`src/hdl/ustr_pkg.sv`:
```
// package of constants for the async serial transceiver core
// assumes a wishbone classic slave with 32-bit data and byte addressing
package ustr_pkg;
  // ==========================================================
  // register byte offsets
  localparam logic [4:0] ADDR_RXBUF  = 5'h00; // receive_buffer
  localparam logic [4:0] ADDR_TXHOLD = 5'h04; // transmit_holding
  localparam logic [4:0] ADDR_FORMAT = 5'h08; // format_control_reg
  localparam logic [4:0] ADDR_OPTION = 5'h0C; // option_control_reg
  localparam logic [4:0] ADDR_STATUS = 5'h10; // line_status_reg
  localparam logic [4:0] ADDR_BAUD   = 5'h14; // baud_divider_reg
  localparam logic [4:0] ADDR_IRQ    = 5'h18; // request flags
  // ==========================================================
  // format_control_reg fields
  localparam int FMT_PWR = 7;
  localparam int FMT_TXE = 6;
  localparam int FMT_RXE = 5;
  localparam int FMT_PS1 = 4;
  localparam int FMT_PS0 = 3;
  localparam int FMT_CL  = 2; // 1: 8-bit chars
  localparam int FMT_SL  = 1; // 1: two stop bits
  localparam int FMT_DIR = 0; // 1: lsb first
  // option_control_reg fields
  localparam int OPT_TDL = 1;
  localparam int OPT_RDL = 0;
  // line_status_reg fields
  localparam int STS_TSF = 7;
  localparam int STS_PE  = 2;
  localparam int STS_FE  = 1;
  localparam int STS_OVE = 0;
  // parity modes {ps1,ps0}
  localparam logic [1:0] PAR_NONE = 2'h0;
  localparam logic [1:0] PAR_ZERO = 2'h1;
  localparam logic [1:0] PAR_ODD  = 2'h2;
  localparam logic [1:0] PAR_EVEN = 2'h3;
  // ==========================================================
  // reset values
  localparam logic [7:0]  RST_BUF    = 8'hFF;
  localparam logic [7:0]  RST_FORMAT = 8'h05;
  localparam logic [15:0] RST_BAUD   = 16'h0363; // 867: 55-clock ticks, 880-clock bit, about 113600 baud at 100 MHz
  localparam logic [3:0]  BAUD_OVS   = 4'hF;     // 16 ticks per bit
endpackage

```
`src/hdl/ustr_core.sv`:
```
// async serial transceiver: wishbone registers, transmitter, receiver
// assumes serial_in_pin is asynchronous; one clock clk_i at 100 MHz
//
// Register access over Wishbone and the address map were decided locally.
`timescale 1ns/1ps
// Functional notes
// - finished character moves from receive shifter to 8-bit receive buffer
// - 7-bit receive: lsb-first bits 6..0, msb-first bits 7..1, spare bit zero
// - on overrun the new character is dropped, buffer keeps old data
// - receive buffer is all ones at reset and while power is off
// - holding write with power and tx enable starts a transmission unless one is still queued
// - tx-enable request raised when holding moves to shifter, then shifting begins
// - 7-bit transmit takes bits 6..0 lsb-first, bits 7..1 msb-first
// - holding register is read/write, resets to all ones
// - holding write while disabled never starts a transmission later
// - receive-complete request ranks above tx-enable request
// - receive errors also raise receive-complete request
// - no receive-complete request while reception disabled
// - frame: start, 7/8 data, even/odd/zero/no parity, 1/2 stops, either order
// - separate inversion options for transmit and receive lines
// - transmitter adds start, parity and stop bits itself
// - start accepted only if line still low half a bit after falling edge
// - stop bit received: request raised and buffer loaded together
// - parity/framing errors still load buffer; request at the stop bit with the load
// - receiver checks only the first stop bit
// - error flags stay set, clear on write of 0 or on rx/power disable, ignore write of 1
// - even parity makes count of ones even; odd count flags an error
module ustr_core #(
  parameter int DIV_W = 16
) (
  input  wire logic        clk_i,
  input  wire logic        rst_i,
  input  wire logic        cyc_i,
  input  wire logic        stb_i,
  input  wire logic        we_i,
  input  wire logic [4:0]  adr_i,
  input  wire logic [3:0]  sel_i,
  input  wire logic [31:0] dat_i,
  output logic      [31:0] dat_o,
  output logic             ack_o,
  input  wire logic        serial_in_pin_i,
  output logic             serial_out_pin_o,
  output logic             rx_complete_irq_o,
  output logic             tx_enable_irq_o,
  output logic             irq_o,
  output logic             irq_is_rx_o
);
  typedef enum logic [2:0] {
    ST_IDLE = 3'b000, ST_START = 3'b001, ST_DATA = 3'b011,
    ST_PAR  = 3'b010, ST_STOP  = 3'b110, ST_STOP2 = 3'b111
  } ustr_state_e;

  typedef struct packed {
    logic [31:0]      dat;
    logic             ack;
    logic [7:0]       fmt;
    logic [1:0]       opt;
    logic [DIV_W-1:0] baud;
    logic [7:0]       rxbuf;
    logic             rx_unread;
    logic [7:0]       txhold;
    logic             tx_pend;
    logic [2:0]       err;       // pe, fe, ove
    logic             tsf;
    logic             rif;
    logic             tif;
    ustr_state_e      ts;
    logic [3:0]       tph;
    logic [2:0]       tcnt;
    logic [7:0]       tsh;
    logic             tpar;
    logic             txd;
    logic             irq;
    logic             irq_rx;
    ustr_state_e      rs;
    logic [3:0]       rph;
    logic [2:0]       rcnt;
    logic [7:0]       rsh;
    logic             rpar;
    logic             rprev;
    logic [1:0]       sync;
  } ustr_core_s;
  ustr_core_s st, next_st;

  logic tick;
  logic pwr, txe, rxe, len8, lsb;
  logic [1:0] pmode;
  logic rxd;

  // ==========================================================
  // control decode
  assign pwr   = st.fmt[ustr_pkg::FMT_PWR];
  assign txe   = st.fmt[ustr_pkg::FMT_TXE];
  assign rxe   = st.fmt[ustr_pkg::FMT_RXE];
  assign len8  = st.fmt[ustr_pkg::FMT_CL];
  assign lsb   = st.fmt[ustr_pkg::FMT_DIR];
  assign pmode = {st.fmt[ustr_pkg::FMT_PS1], st.fmt[ustr_pkg::FMT_PS0]};
  // second sync stage, then optional inversion
  assign rxd   = st.sync[1] ^ st.opt[ustr_pkg::OPT_RDL];

  ustr_tick #(.W(DIV_W)) u_tick (
    .clk_i  (clk_i),
    .rst_i  (rst_i),
    .run_i  (pwr),
    .div_i  (st.baud),
    .tick_o (tick)
  );

  // parity bit to send or expect for a character
  function automatic logic par_bit(input logic [7:0] d, input logic [1:0] m);
    par_bit = (m == ustr_pkg::PAR_ODD) ? ~(^d) : (m == ustr_pkg::PAR_EVEN) ? ^d : 1'b0;
  endfunction

  logic wr, rd;
  assign wr = cyc_i && stb_i && we_i && !st.ack && sel_i[0];
  assign rd = cyc_i && stb_i && !we_i && !st.ack;

  // ==========================================================
  // whole block next state
  always_comb begin
    logic [7:0] tload;
    logic [7:0] rdata;
    logic       done;
    tload   = 8'h00;
    rdata   = 8'h00;
    done    = 1'b0;
    next_st = st;
    next_st.ack = cyc_i && stb_i && !st.ack;
    next_st.rif = 1'b0;
    next_st.tif = 1'b0;
    next_st.sync = {st.sync[0], serial_in_pin_i};
    // read mux; unmapped offsets read zero
    case (adr_i)
      ustr_pkg::ADDR_RXBUF:  next_st.dat = {24'h0, st.rxbuf};
      ustr_pkg::ADDR_TXHOLD: next_st.dat = {24'h0, st.txhold};
      ustr_pkg::ADDR_FORMAT: next_st.dat = {24'h0, st.fmt};
      ustr_pkg::ADDR_OPTION: next_st.dat = {30'h0, st.opt};
      ustr_pkg::ADDR_STATUS: next_st.dat = {24'h0, st.tsf, 4'h0, st.err};
      ustr_pkg::ADDR_BAUD:   next_st.dat = {{(32-DIV_W){1'b0}}, st.baud};
      ustr_pkg::ADDR_IRQ:    next_st.dat = {30'h0, st.tif, st.rif};
      default:               next_st.dat = 32'h0;
    endcase
    if (rd && adr_i == ustr_pkg::ADDR_RXBUF) begin
      next_st.rx_unread = 1'b0;
    end
    // register writes need byte lane 0; baud takes DIV_W bits
    if (wr) begin
      case (adr_i)
        ustr_pkg::ADDR_TXHOLD: begin
          next_st.txhold  = dat_i[7:0];
          next_st.tx_pend = pwr && txe;
        end
        ustr_pkg::ADDR_FORMAT: next_st.fmt  = dat_i[7:0];
        ustr_pkg::ADDR_OPTION: next_st.opt  = dat_i[1:0];
        ustr_pkg::ADDR_BAUD:   next_st.baud = dat_i[DIV_W-1:0];
        ustr_pkg::ADDR_STATUS: next_st.err  = st.err & dat_i[2:0];
        default: ;
      endcase
    end

    // transmitter: load shifter on tick when idle
    if (tick) begin
      case (st.ts)
        ST_IDLE: if (st.tx_pend) begin
          tload = len8 ? st.txhold : (lsb ? {1'b0, st.txhold[6:0]} : {st.txhold[7:1], 1'b0});
          next_st.tsh = lsb ? tload : (len8 ? tload : {1'b0, tload[7:1]});
          next_st.tpar = par_bit(tload, pmode);
          // a holding write landing in the load cycle stays queued: set wins
          next_st.tx_pend = wr && (adr_i == ustr_pkg::ADDR_TXHOLD) && pwr && txe;
          next_st.tif = 1'b1;
          next_st.tsf = 1'b1;
          next_st.ts = ST_START;
          next_st.tph = 4'h0;
          next_st.txd = 1'b0;                            // start bit
        end
        default: begin
          next_st.tph = st.tph + 4'h1;
          if (st.tph == ustr_pkg::BAUD_OVS) begin
            case (st.ts)
              ST_START: begin
                next_st.ts = ST_DATA;
                next_st.tcnt = 3'h0;
                next_st.txd = lsb ? st.tsh[0] : (len8 ? st.tsh[7] : st.tsh[6]);
              end
              ST_DATA: begin
                next_st.tsh = lsb ? {1'b0, st.tsh[7:1]} : {st.tsh[6:0], 1'b0};
                next_st.tcnt = st.tcnt + 3'h1;
                if (st.tcnt == (len8 ? 3'h7 : 3'h6)) begin
                  next_st.ts = (pmode == ustr_pkg::PAR_NONE) ? ST_STOP : ST_PAR;
                  next_st.txd = (pmode == ustr_pkg::PAR_NONE) ? 1'b1 : st.tpar;
                end else begin
                  next_st.txd = lsb ? st.tsh[1] : (len8 ? st.tsh[6] : st.tsh[5]);
                end
              end
              ST_PAR: begin
                next_st.ts = ST_STOP;
                next_st.txd = 1'b1;
              end
              ST_STOP: begin
                next_st.ts = st.fmt[ustr_pkg::FMT_SL] ? ST_STOP2 : ST_IDLE;
                next_st.tsf = st.fmt[ustr_pkg::FMT_SL] || st.tx_pend;
              end
              default: begin
                next_st.ts = ST_IDLE;
                next_st.tsf = st.tx_pend;
              end
            endcase
          end
        end
      endcase
    end

    // receiver; 16 ticks per bit, sample at phase 8
    if (tick) begin
      next_st.rprev = rxd;
      case (st.rs)
        ST_IDLE: if (st.rprev && !rxd) begin
          next_st.rs = ST_START;
          next_st.rph = 4'h1;
        end
        default: begin
          next_st.rph = st.rph + 4'h1;
          if (st.rph == 4'h8) begin
            case (st.rs)
              ST_START: begin
                // glitch filter: still low at half bit
                next_st.rs = rxd ? ST_IDLE : ST_DATA;
                next_st.rcnt = 3'h0;
                next_st.rsh = 8'h00;
              end
              ST_DATA: begin
                next_st.rsh = lsb ? {rxd, st.rsh[7:1]} : {st.rsh[6:0], rxd};
                next_st.rcnt = st.rcnt + 3'h1;
                if (st.rcnt == (len8 ? 3'h7 : 3'h6)) begin
                  next_st.rs = (pmode == ustr_pkg::PAR_NONE) ? ST_STOP : ST_PAR;
                end
              end
              ST_PAR: begin
                next_st.rpar = rxd;
                next_st.rs = ST_STOP;
              end
              default: begin
                // only first stop bit checked, second ignored
                done = 1'b1;
                next_st.rs = ST_IDLE;
              end
            endcase
          end
        end
      endcase
    end
    // align 7-bit data: lsb-first in 6..0, msb-first in 7..1
    rdata = len8 ? st.rsh : (lsb ? {1'b0, st.rsh[7:1]} : {st.rsh[6:0], 1'b0});
    if (done && rxe && pwr) begin
      if (st.rx_unread && !(rd && adr_i == ustr_pkg::ADDR_RXBUF)) begin
        next_st.err[0] = 1'b1;                       // overrun, drop data
      end else begin
        next_st.rxbuf = rdata;
        next_st.rx_unread = 1'b1;
      end
      if (!rxd) begin
        next_st.err[1] = 1'b1;                       // framing
      end
      if ((pmode[1]) && (par_bit(rdata, pmode) != st.rpar)) begin
        next_st.err[2] = 1'b1;                       // parity
      end
      next_st.rif = 1'b1;
    end

    // disable clears per status table; power off restores buffer
    if (!pwr || !txe) begin
      next_st.ts = ST_IDLE;
      next_st.tsf = 1'b0;
      next_st.tx_pend = 1'b0;
      next_st.tif = 1'b0;                            // nothing moved to shifter
      next_st.txd = 1'b1;
    end
    if (!pwr || !rxe) begin
      next_st.rs = ST_IDLE;
      next_st.err = 3'h0;
      next_st.rif = 1'b0;
    end
    if (!pwr) begin
      next_st.rxbuf = ustr_pkg::RST_BUF;
      next_st.rx_unread = 1'b0;
    end
    // fixed priority: receive first
    next_st.irq = next_st.rif || next_st.tif;
    next_st.irq_rx = next_st.rif;
  end

  always_ff @(posedge clk_i) begin
    if (rst_i) begin
      st <= '0;
      st.fmt <= ustr_pkg::RST_FORMAT;
      st.baud <= DIV_W'(ustr_pkg::RST_BAUD);
      st.rxbuf <= ustr_pkg::RST_BUF;
      st.txhold <= ustr_pkg::RST_BUF;
      st.txd <= 1'b1;
      st.rprev <= 1'b1;
      st.sync <= 2'b11;
      st.ts <= ST_IDLE;
      st.rs <= ST_IDLE;
    end else begin
      st <= next_st;
    end
  end

  // ==========================================================
  // outputs, inversion applied as pin level
  logic txo;
  always_ff @(posedge clk_i) begin
    if (rst_i) begin
      txo <= 1'b1;
    end else begin
      txo <= next_st.txd ^ st.opt[ustr_pkg::OPT_TDL];
    end
  end
  assign serial_out_pin_o  = txo;
  assign dat_o             = st.dat;
  assign ack_o             = st.ack;
  assign rx_complete_irq_o = st.rif;
  assign tx_enable_irq_o   = st.tif;
  assign irq_o             = st.irq;
  assign irq_is_rx_o       = st.irq_rx;

  // ==========================================================
  // assertions
  a_rx_disabled_quiet: assert property (@(posedge clk_i) disable iff (rst_i)
    !$past(rxe) |-> !rx_complete_irq_o) else $error("rx irq while rx disabled");
  a_power_off_buf: assert property (@(posedge clk_i) disable iff (rst_i)
    !$past(pwr) |-> st.rxbuf == 8'hFF) else $error("buffer not all ones");
  a_prio_rx_first: assert property (@(posedge clk_i) disable iff (rst_i)
    rx_complete_irq_o |-> irq_is_rx_o) else $error("priority wrong");
  a_tx_start_low: assert property (@(posedge clk_i) disable iff (rst_i)
    tx_enable_irq_o |-> st.ts == ST_START && st.txd == 1'b0) else $error("no start bit");
  a_disabled_write: assert property (@(posedge clk_i) disable iff (rst_i)
    (wr && adr_i == ustr_pkg::ADDR_TXHOLD && !(pwr && txe)) |=> !st.tx_pend)
    else $error("disabled write queued");
  a_err_sticky: assert property (@(posedge clk_i) disable iff (rst_i)
    (st.err[0] && pwr && rxe && !(wr && adr_i == ustr_pkg::ADDR_STATUS)) |=> st.err[0])
    else $error("overrun flag lost");
  a_overrun_keep: assert property (@(posedge clk_i) disable iff (rst_i)
    ($rose(st.err[0]) && $past(pwr)) |-> $stable(st.rxbuf)) else $error("overrun wrote buffer");
  a_idle_high: assert property (@(posedge clk_i) disable iff (rst_i)
    (st.ts == ST_IDLE && $past(st.ts) == ST_IDLE && $stable(st.opt))
      |-> serial_out_pin_o == ~st.opt[ustr_pkg::OPT_TDL]) else $error("idle line level");
  a_ack_one: assert property (@(posedge clk_i) disable iff (rst_i)
    ack_o |=> !ack_o) else $error("ack held");
  c_tx_start: cover property (@(posedge clk_i) tx_enable_irq_o);
  c_rx_done: cover property (@(posedge clk_i) rx_complete_irq_o);
  c_overrun: cover property (@(posedge clk_i) $rose(st.err[0]));
endmodule // ustr_core

```
`src/hdl/ustr_tick.sv`:
```
// oversampling tick generator for the serial core
// assumes a divider value written by software; zero is treated as one
`timescale 1ns/1ps
module ustr_tick #(
  parameter int W = 16
) (
  input  wire logic         clk_i,
  input  wire logic         rst_i,
  input  wire logic         run_i,
  input  wire logic [W-1:0] div_i,
  output logic              tick_o
);
  typedef struct packed {
    logic [W-1:0] cnt;
    logic         tick;
  } ustr_tick_s;
  ustr_tick_s st, next_st;

  // ==========================================================
  // count down, pulse at zero
  always_comb begin
    next_st = st;
    next_st.tick = 1'b0;
    if (!run_i) begin
      next_st.cnt = '0;
    end else if (st.cnt == '0) begin
      next_st.cnt  = (div_i > W'(4)) ? W'(div_i / W'(16)) : W'(0);
      next_st.tick = 1'b1;
    end else begin
      next_st.cnt = st.cnt - W'(1);
    end
  end

  always_ff @(posedge clk_i) begin
    if (rst_i) begin
      st <= '0;
    end else begin
      st <= next_st;
    end
  end
  assign tick_o = st.tick;
endmodule // ustr_tick

```
`config.mk`:
```
export PLATFORM = sky130hd
export DESIGN_NAME = ustr_core
export DESIGN_NICKNAME = d
export VERILOG_FILES = /design/src/hdl/ustr_pkg.sv /design/src/hdl/ustr_core.sv /design/src/hdl/ustr_tick.sv
export SDC_FILE = /design/constraint.sdc
export NUM_CORES = 1
export LEC_CHECK = 0
export BUFFER_PORTS_ARGS = -buffer_cell sky130_fd_sc_hd__buf_2
export CAP_MARGIN = 30
export CELL_PAD_IN_SITES_DETAIL_PLACEMENT = 0
export CELL_PAD_IN_SITES_GLOBAL_PLACEMENT = 2
export CORE_UTILIZATION = 35
export DETAILED_ROUTE_END_ITERATION = 8
export HOLD_SLACK_MARGIN = 0.15
export PLACE_DENSITY_LB_ADDON = 0.1
export REMOVE_ABC_BUFFERS = 1
export SETUP_SLACK_MARGIN = 0.5
export SLEW_MARGIN = 10
export SYNTH_ARGS = -nofsm -noshare
export SYNTH_HDL_FRONTEND = slang
export SYNTH_SLANG_ARGS = --single-unit
```
`constraint.sdc`:
```
create_clock -name clk_i -period 2.9 [get_ports clk_i]
set_input_delay 0.725 -clock clk_i [delete_from_list [all_inputs] [get_ports clk_i]]
set_output_delay 0.725 -clock clk_i [all_outputs]
set_load 0.05 [all_outputs]
```
==> impl_results.md <==
- Status: completed
- Worst hold-check slack: 0.409 ns
- Die Footprint: 18600 µm²
- Initial antenna violation count: 1
- Placeable core area: 17500 µm²
- Post-Route WL: 17000 µm
- DR vias: 5182
- Crit-path cells: buf_12 -> xnor2_1 -> a31oi_1 -> or3_4 -> or4_1 -> a21oi_1
- Effective utilization at floorplan: 36.1%
- DR WL/cell: 16.8 µm
- Pre-CTS setup slack: 0.367 ns
- Clk_skew: 0.0118 ns
- Antenna diode count: 0
- Ports: 85
- Synth cell types: 65
- Hold path depth: 1
- First-iteration detailed-routing DRC count: 297
- RSZ-0062 raised after global routing: no
- Synth Flop Type: dfxtp_1
- Ys async rst share: 0%
- DR pass1 iterations: 5
- Req. time, crit path: 3.25 ns
- Hold-fix buffers, CTS: 0
- H-Tree Depth: 4
- CTS tree: built
- Tot GR Track Use: 19.3%
- Commonest cells after routing, fill and taps aside: dfxtp_1 (128), nand2_1 (114), nor2_1 (87), buf_2 (49), mux2i_1 (46)
- CP arrival: 2.47 ns
- Critical path capture point type: register
- Commonest non-fill, non-tap cell in the layout: dfxtp_1
- Cells after DPL: 978
- DIE WIDTH: 136 µm
- FF-to-FF Start: len8
- Hold endpoint: st[1]
- Synth warn: 0
- Global-route wire length before repair: 26700 µm
- Dpl cell area: 6630 µm²
- FILL cells: 1765
- Multi-input logic area: 3390 µm²
- Worst r2r path cells: 6
- Post-synth EDFFs: 0
- Fin worst setup slack: 0.785 ns
- Tmin final: 2.12 ns
- Routability congestion estimate from global placement: 0.806
- Clk slew on worst S/H paths: 0.06 ns
- Max-slew violation count: 0
- Detailed-route DRC error count: 0
- Slew @ Worst Pin: 0.758 ns
- Final HPWL DP: 12300 µm
- CP max FO: 17
- Layout cell share with drive strength beyond 1: 15.9%
- Crit-path slowest cell: dfxtp_1
- Layout Nets: 826
- CTS Buf Count: 17
- Fin crit share: 72.9%
- Design Power: 4.09 mW
- Die Ht: 136 µm
- Largest stage delay on the critical path: 0.62 ns
- Kind of critical path: register to register
- Synthesis-stage register bit count: 128
- Setup tns final: 0 ns
- Final std cells w/o fill: 1011
- Hold crit path type: register to register
- Relative slew margins: 49.3%
- Mapped Cells: 745
- PD cells: 565 nW/µm²
- Worst reg2reg path endpoint: st[19]
- Vias in the first global route: 4790
- Yosys top cell area share: 40.6%
- Cell Rows: 48
- Synth top area cells: dfxtp_1 (41%), mux2i_1 (7.3%), nand2_1 (6.8%)
- Critical path launch point: len8
- # Max-Cap Violations: 0
- Reg2reg setup slack: 0.78 ns
- Synth Cell Area: 6320 µm²
- Input/output buffers: 49
- FF+latch area: 2560 µm²
- Part of the Yosys area used for sequential elements: 40.6%
- Dominant cell type by area after synthesis: dfxtp_1
- Largest net degree at the start of global routing: 25
- Leak: 2.96 nW
- Root Buffer: clkbuf_16
- Final hold vios: 0
- Vias per inst: 5.13
- Clk Latency, worst-skew pair: 0.42 ns
- Max Fclk: 473 MHz
- Finished Cell Area: 7240 µm²
- Worst hold start: next_st[1]
- Syn avg cell area: 8.48 µm²
- Clk sinks: 128
- Number of routed nets with antenna violations: 0
- Peak VDD IR: 0.434 mV
- Startpoint types: register
- Total gr overflow: 0
- Fin util: 41.4%
- Clock tree buffer depth: 2
- Setup violations, final: 0
- Layout area overhead: 14.6%
==> repair_timing <==
action | CTS | global route
gates resized for setup | 0 | 3
buffers inserted | 0 | 1
endpoints found under the setup margin | 0 | 25
==> cells in the mapped netlist (3+ instances only) <==
cell type  instances
a211oi_1           6
a21oi_1           37
a22oi_1           21
a311oi_1           4
a31oi_1            3
and2_1            10
and3_1             4
buf_2             10
buf_4             33
clkbuf_1          27
dfxtp_1          128
ha_1               6
inv_1              7
mux2_2            10
mux2i_1           46
nand2_1          114
nand3_1           26
nand3b_1           4
nand4_1            8
nor2_1            87
nor2b_1           10
nor3_1            16
nor3b_1            5
o211ai_1           7
o21ai_0           28
o22ai_1            8
or2_2              3
or3_1              4
xnor2_1           22
xor2_1             8
==> how the worst max path moves through the flow <==
stage          slack (ns)           end  depth (start not counted)
2_1_floorplan        0.66           lsb                          5
3_3_place_gp         0.42        st[60]                          6
3_5_place_dp         0.37        st[63]                          6
4_1_cts              0.61  u_tick.st[3]                          5
5_1_grt              0.55        st[42]                          6
6_report             0.78        st[19]                          6
==> critical path: cells and delay by family (launching register included) <==
kind            cells  cell delay [ns]
compound gates      2             0.24
buf+inv             1             0.23
xor+xnor            1             0.12
flops               1             0.62
simple gates        2             0.83
==> area by class of cell <==
class                   count  share of cell area, %
flip-flops and latches    128                   35.4
well taps                 225                   3.89
clock inverters            11                   1.78
clock buffers              21                   6.50
inverters                   7                  0.363
repair buffers             66                   5.32
multi-input cells         553                   46.8
==> cells by family after synthesis <==
kind of cell	after synthesis	share of synthesized area, %
AND/OR/NAND/NOR	310	23.3
AO/OA/AOI/OAI	131	13.3
flip-flops	128	40.6
buffers and inverters	79	6.89
multiplexers	58	9.84
XOR/XNOR	32	4.95
adder cells (fa/ha/maj)	6	1.19
other	1	0.0594
==> registers in the layout, summed over array words and instances, names as in the netlist <==
register and flops:
rxe 1, ack_o 1, pwr 1, serial_out_pin_o 1
next_st 1, u_tick.tick_o 1, dat_o 16, tx_enable_irq_o 1
pmode 2, irq_o 1, st 83, lsb 1
len8 1, u_tick.st 16, irq_is_rx_o 1
==> routing by layer <==
metal  global-route usage [%]  part of all wire, %  vias to the layer above
li1                         -                    -                     2617
met1                     27.5                   52                     2458
met2                     28.9                   43                       93
met3                     4.44                  3.5                       12
met4                     5.00                 0.67                        2
met5                        0                0.076                        -
==> report_power, final <==
group / switching [mW] / internal, mW / leakage [nW]
logic: 0.119 / 0.0376 / 1.63
registers: 0.00241 / 1.76 / 1.03
clock network: 0.831 / 1.34 / 0.290
No activity file was read; power rests on OpenSTA's default activity.
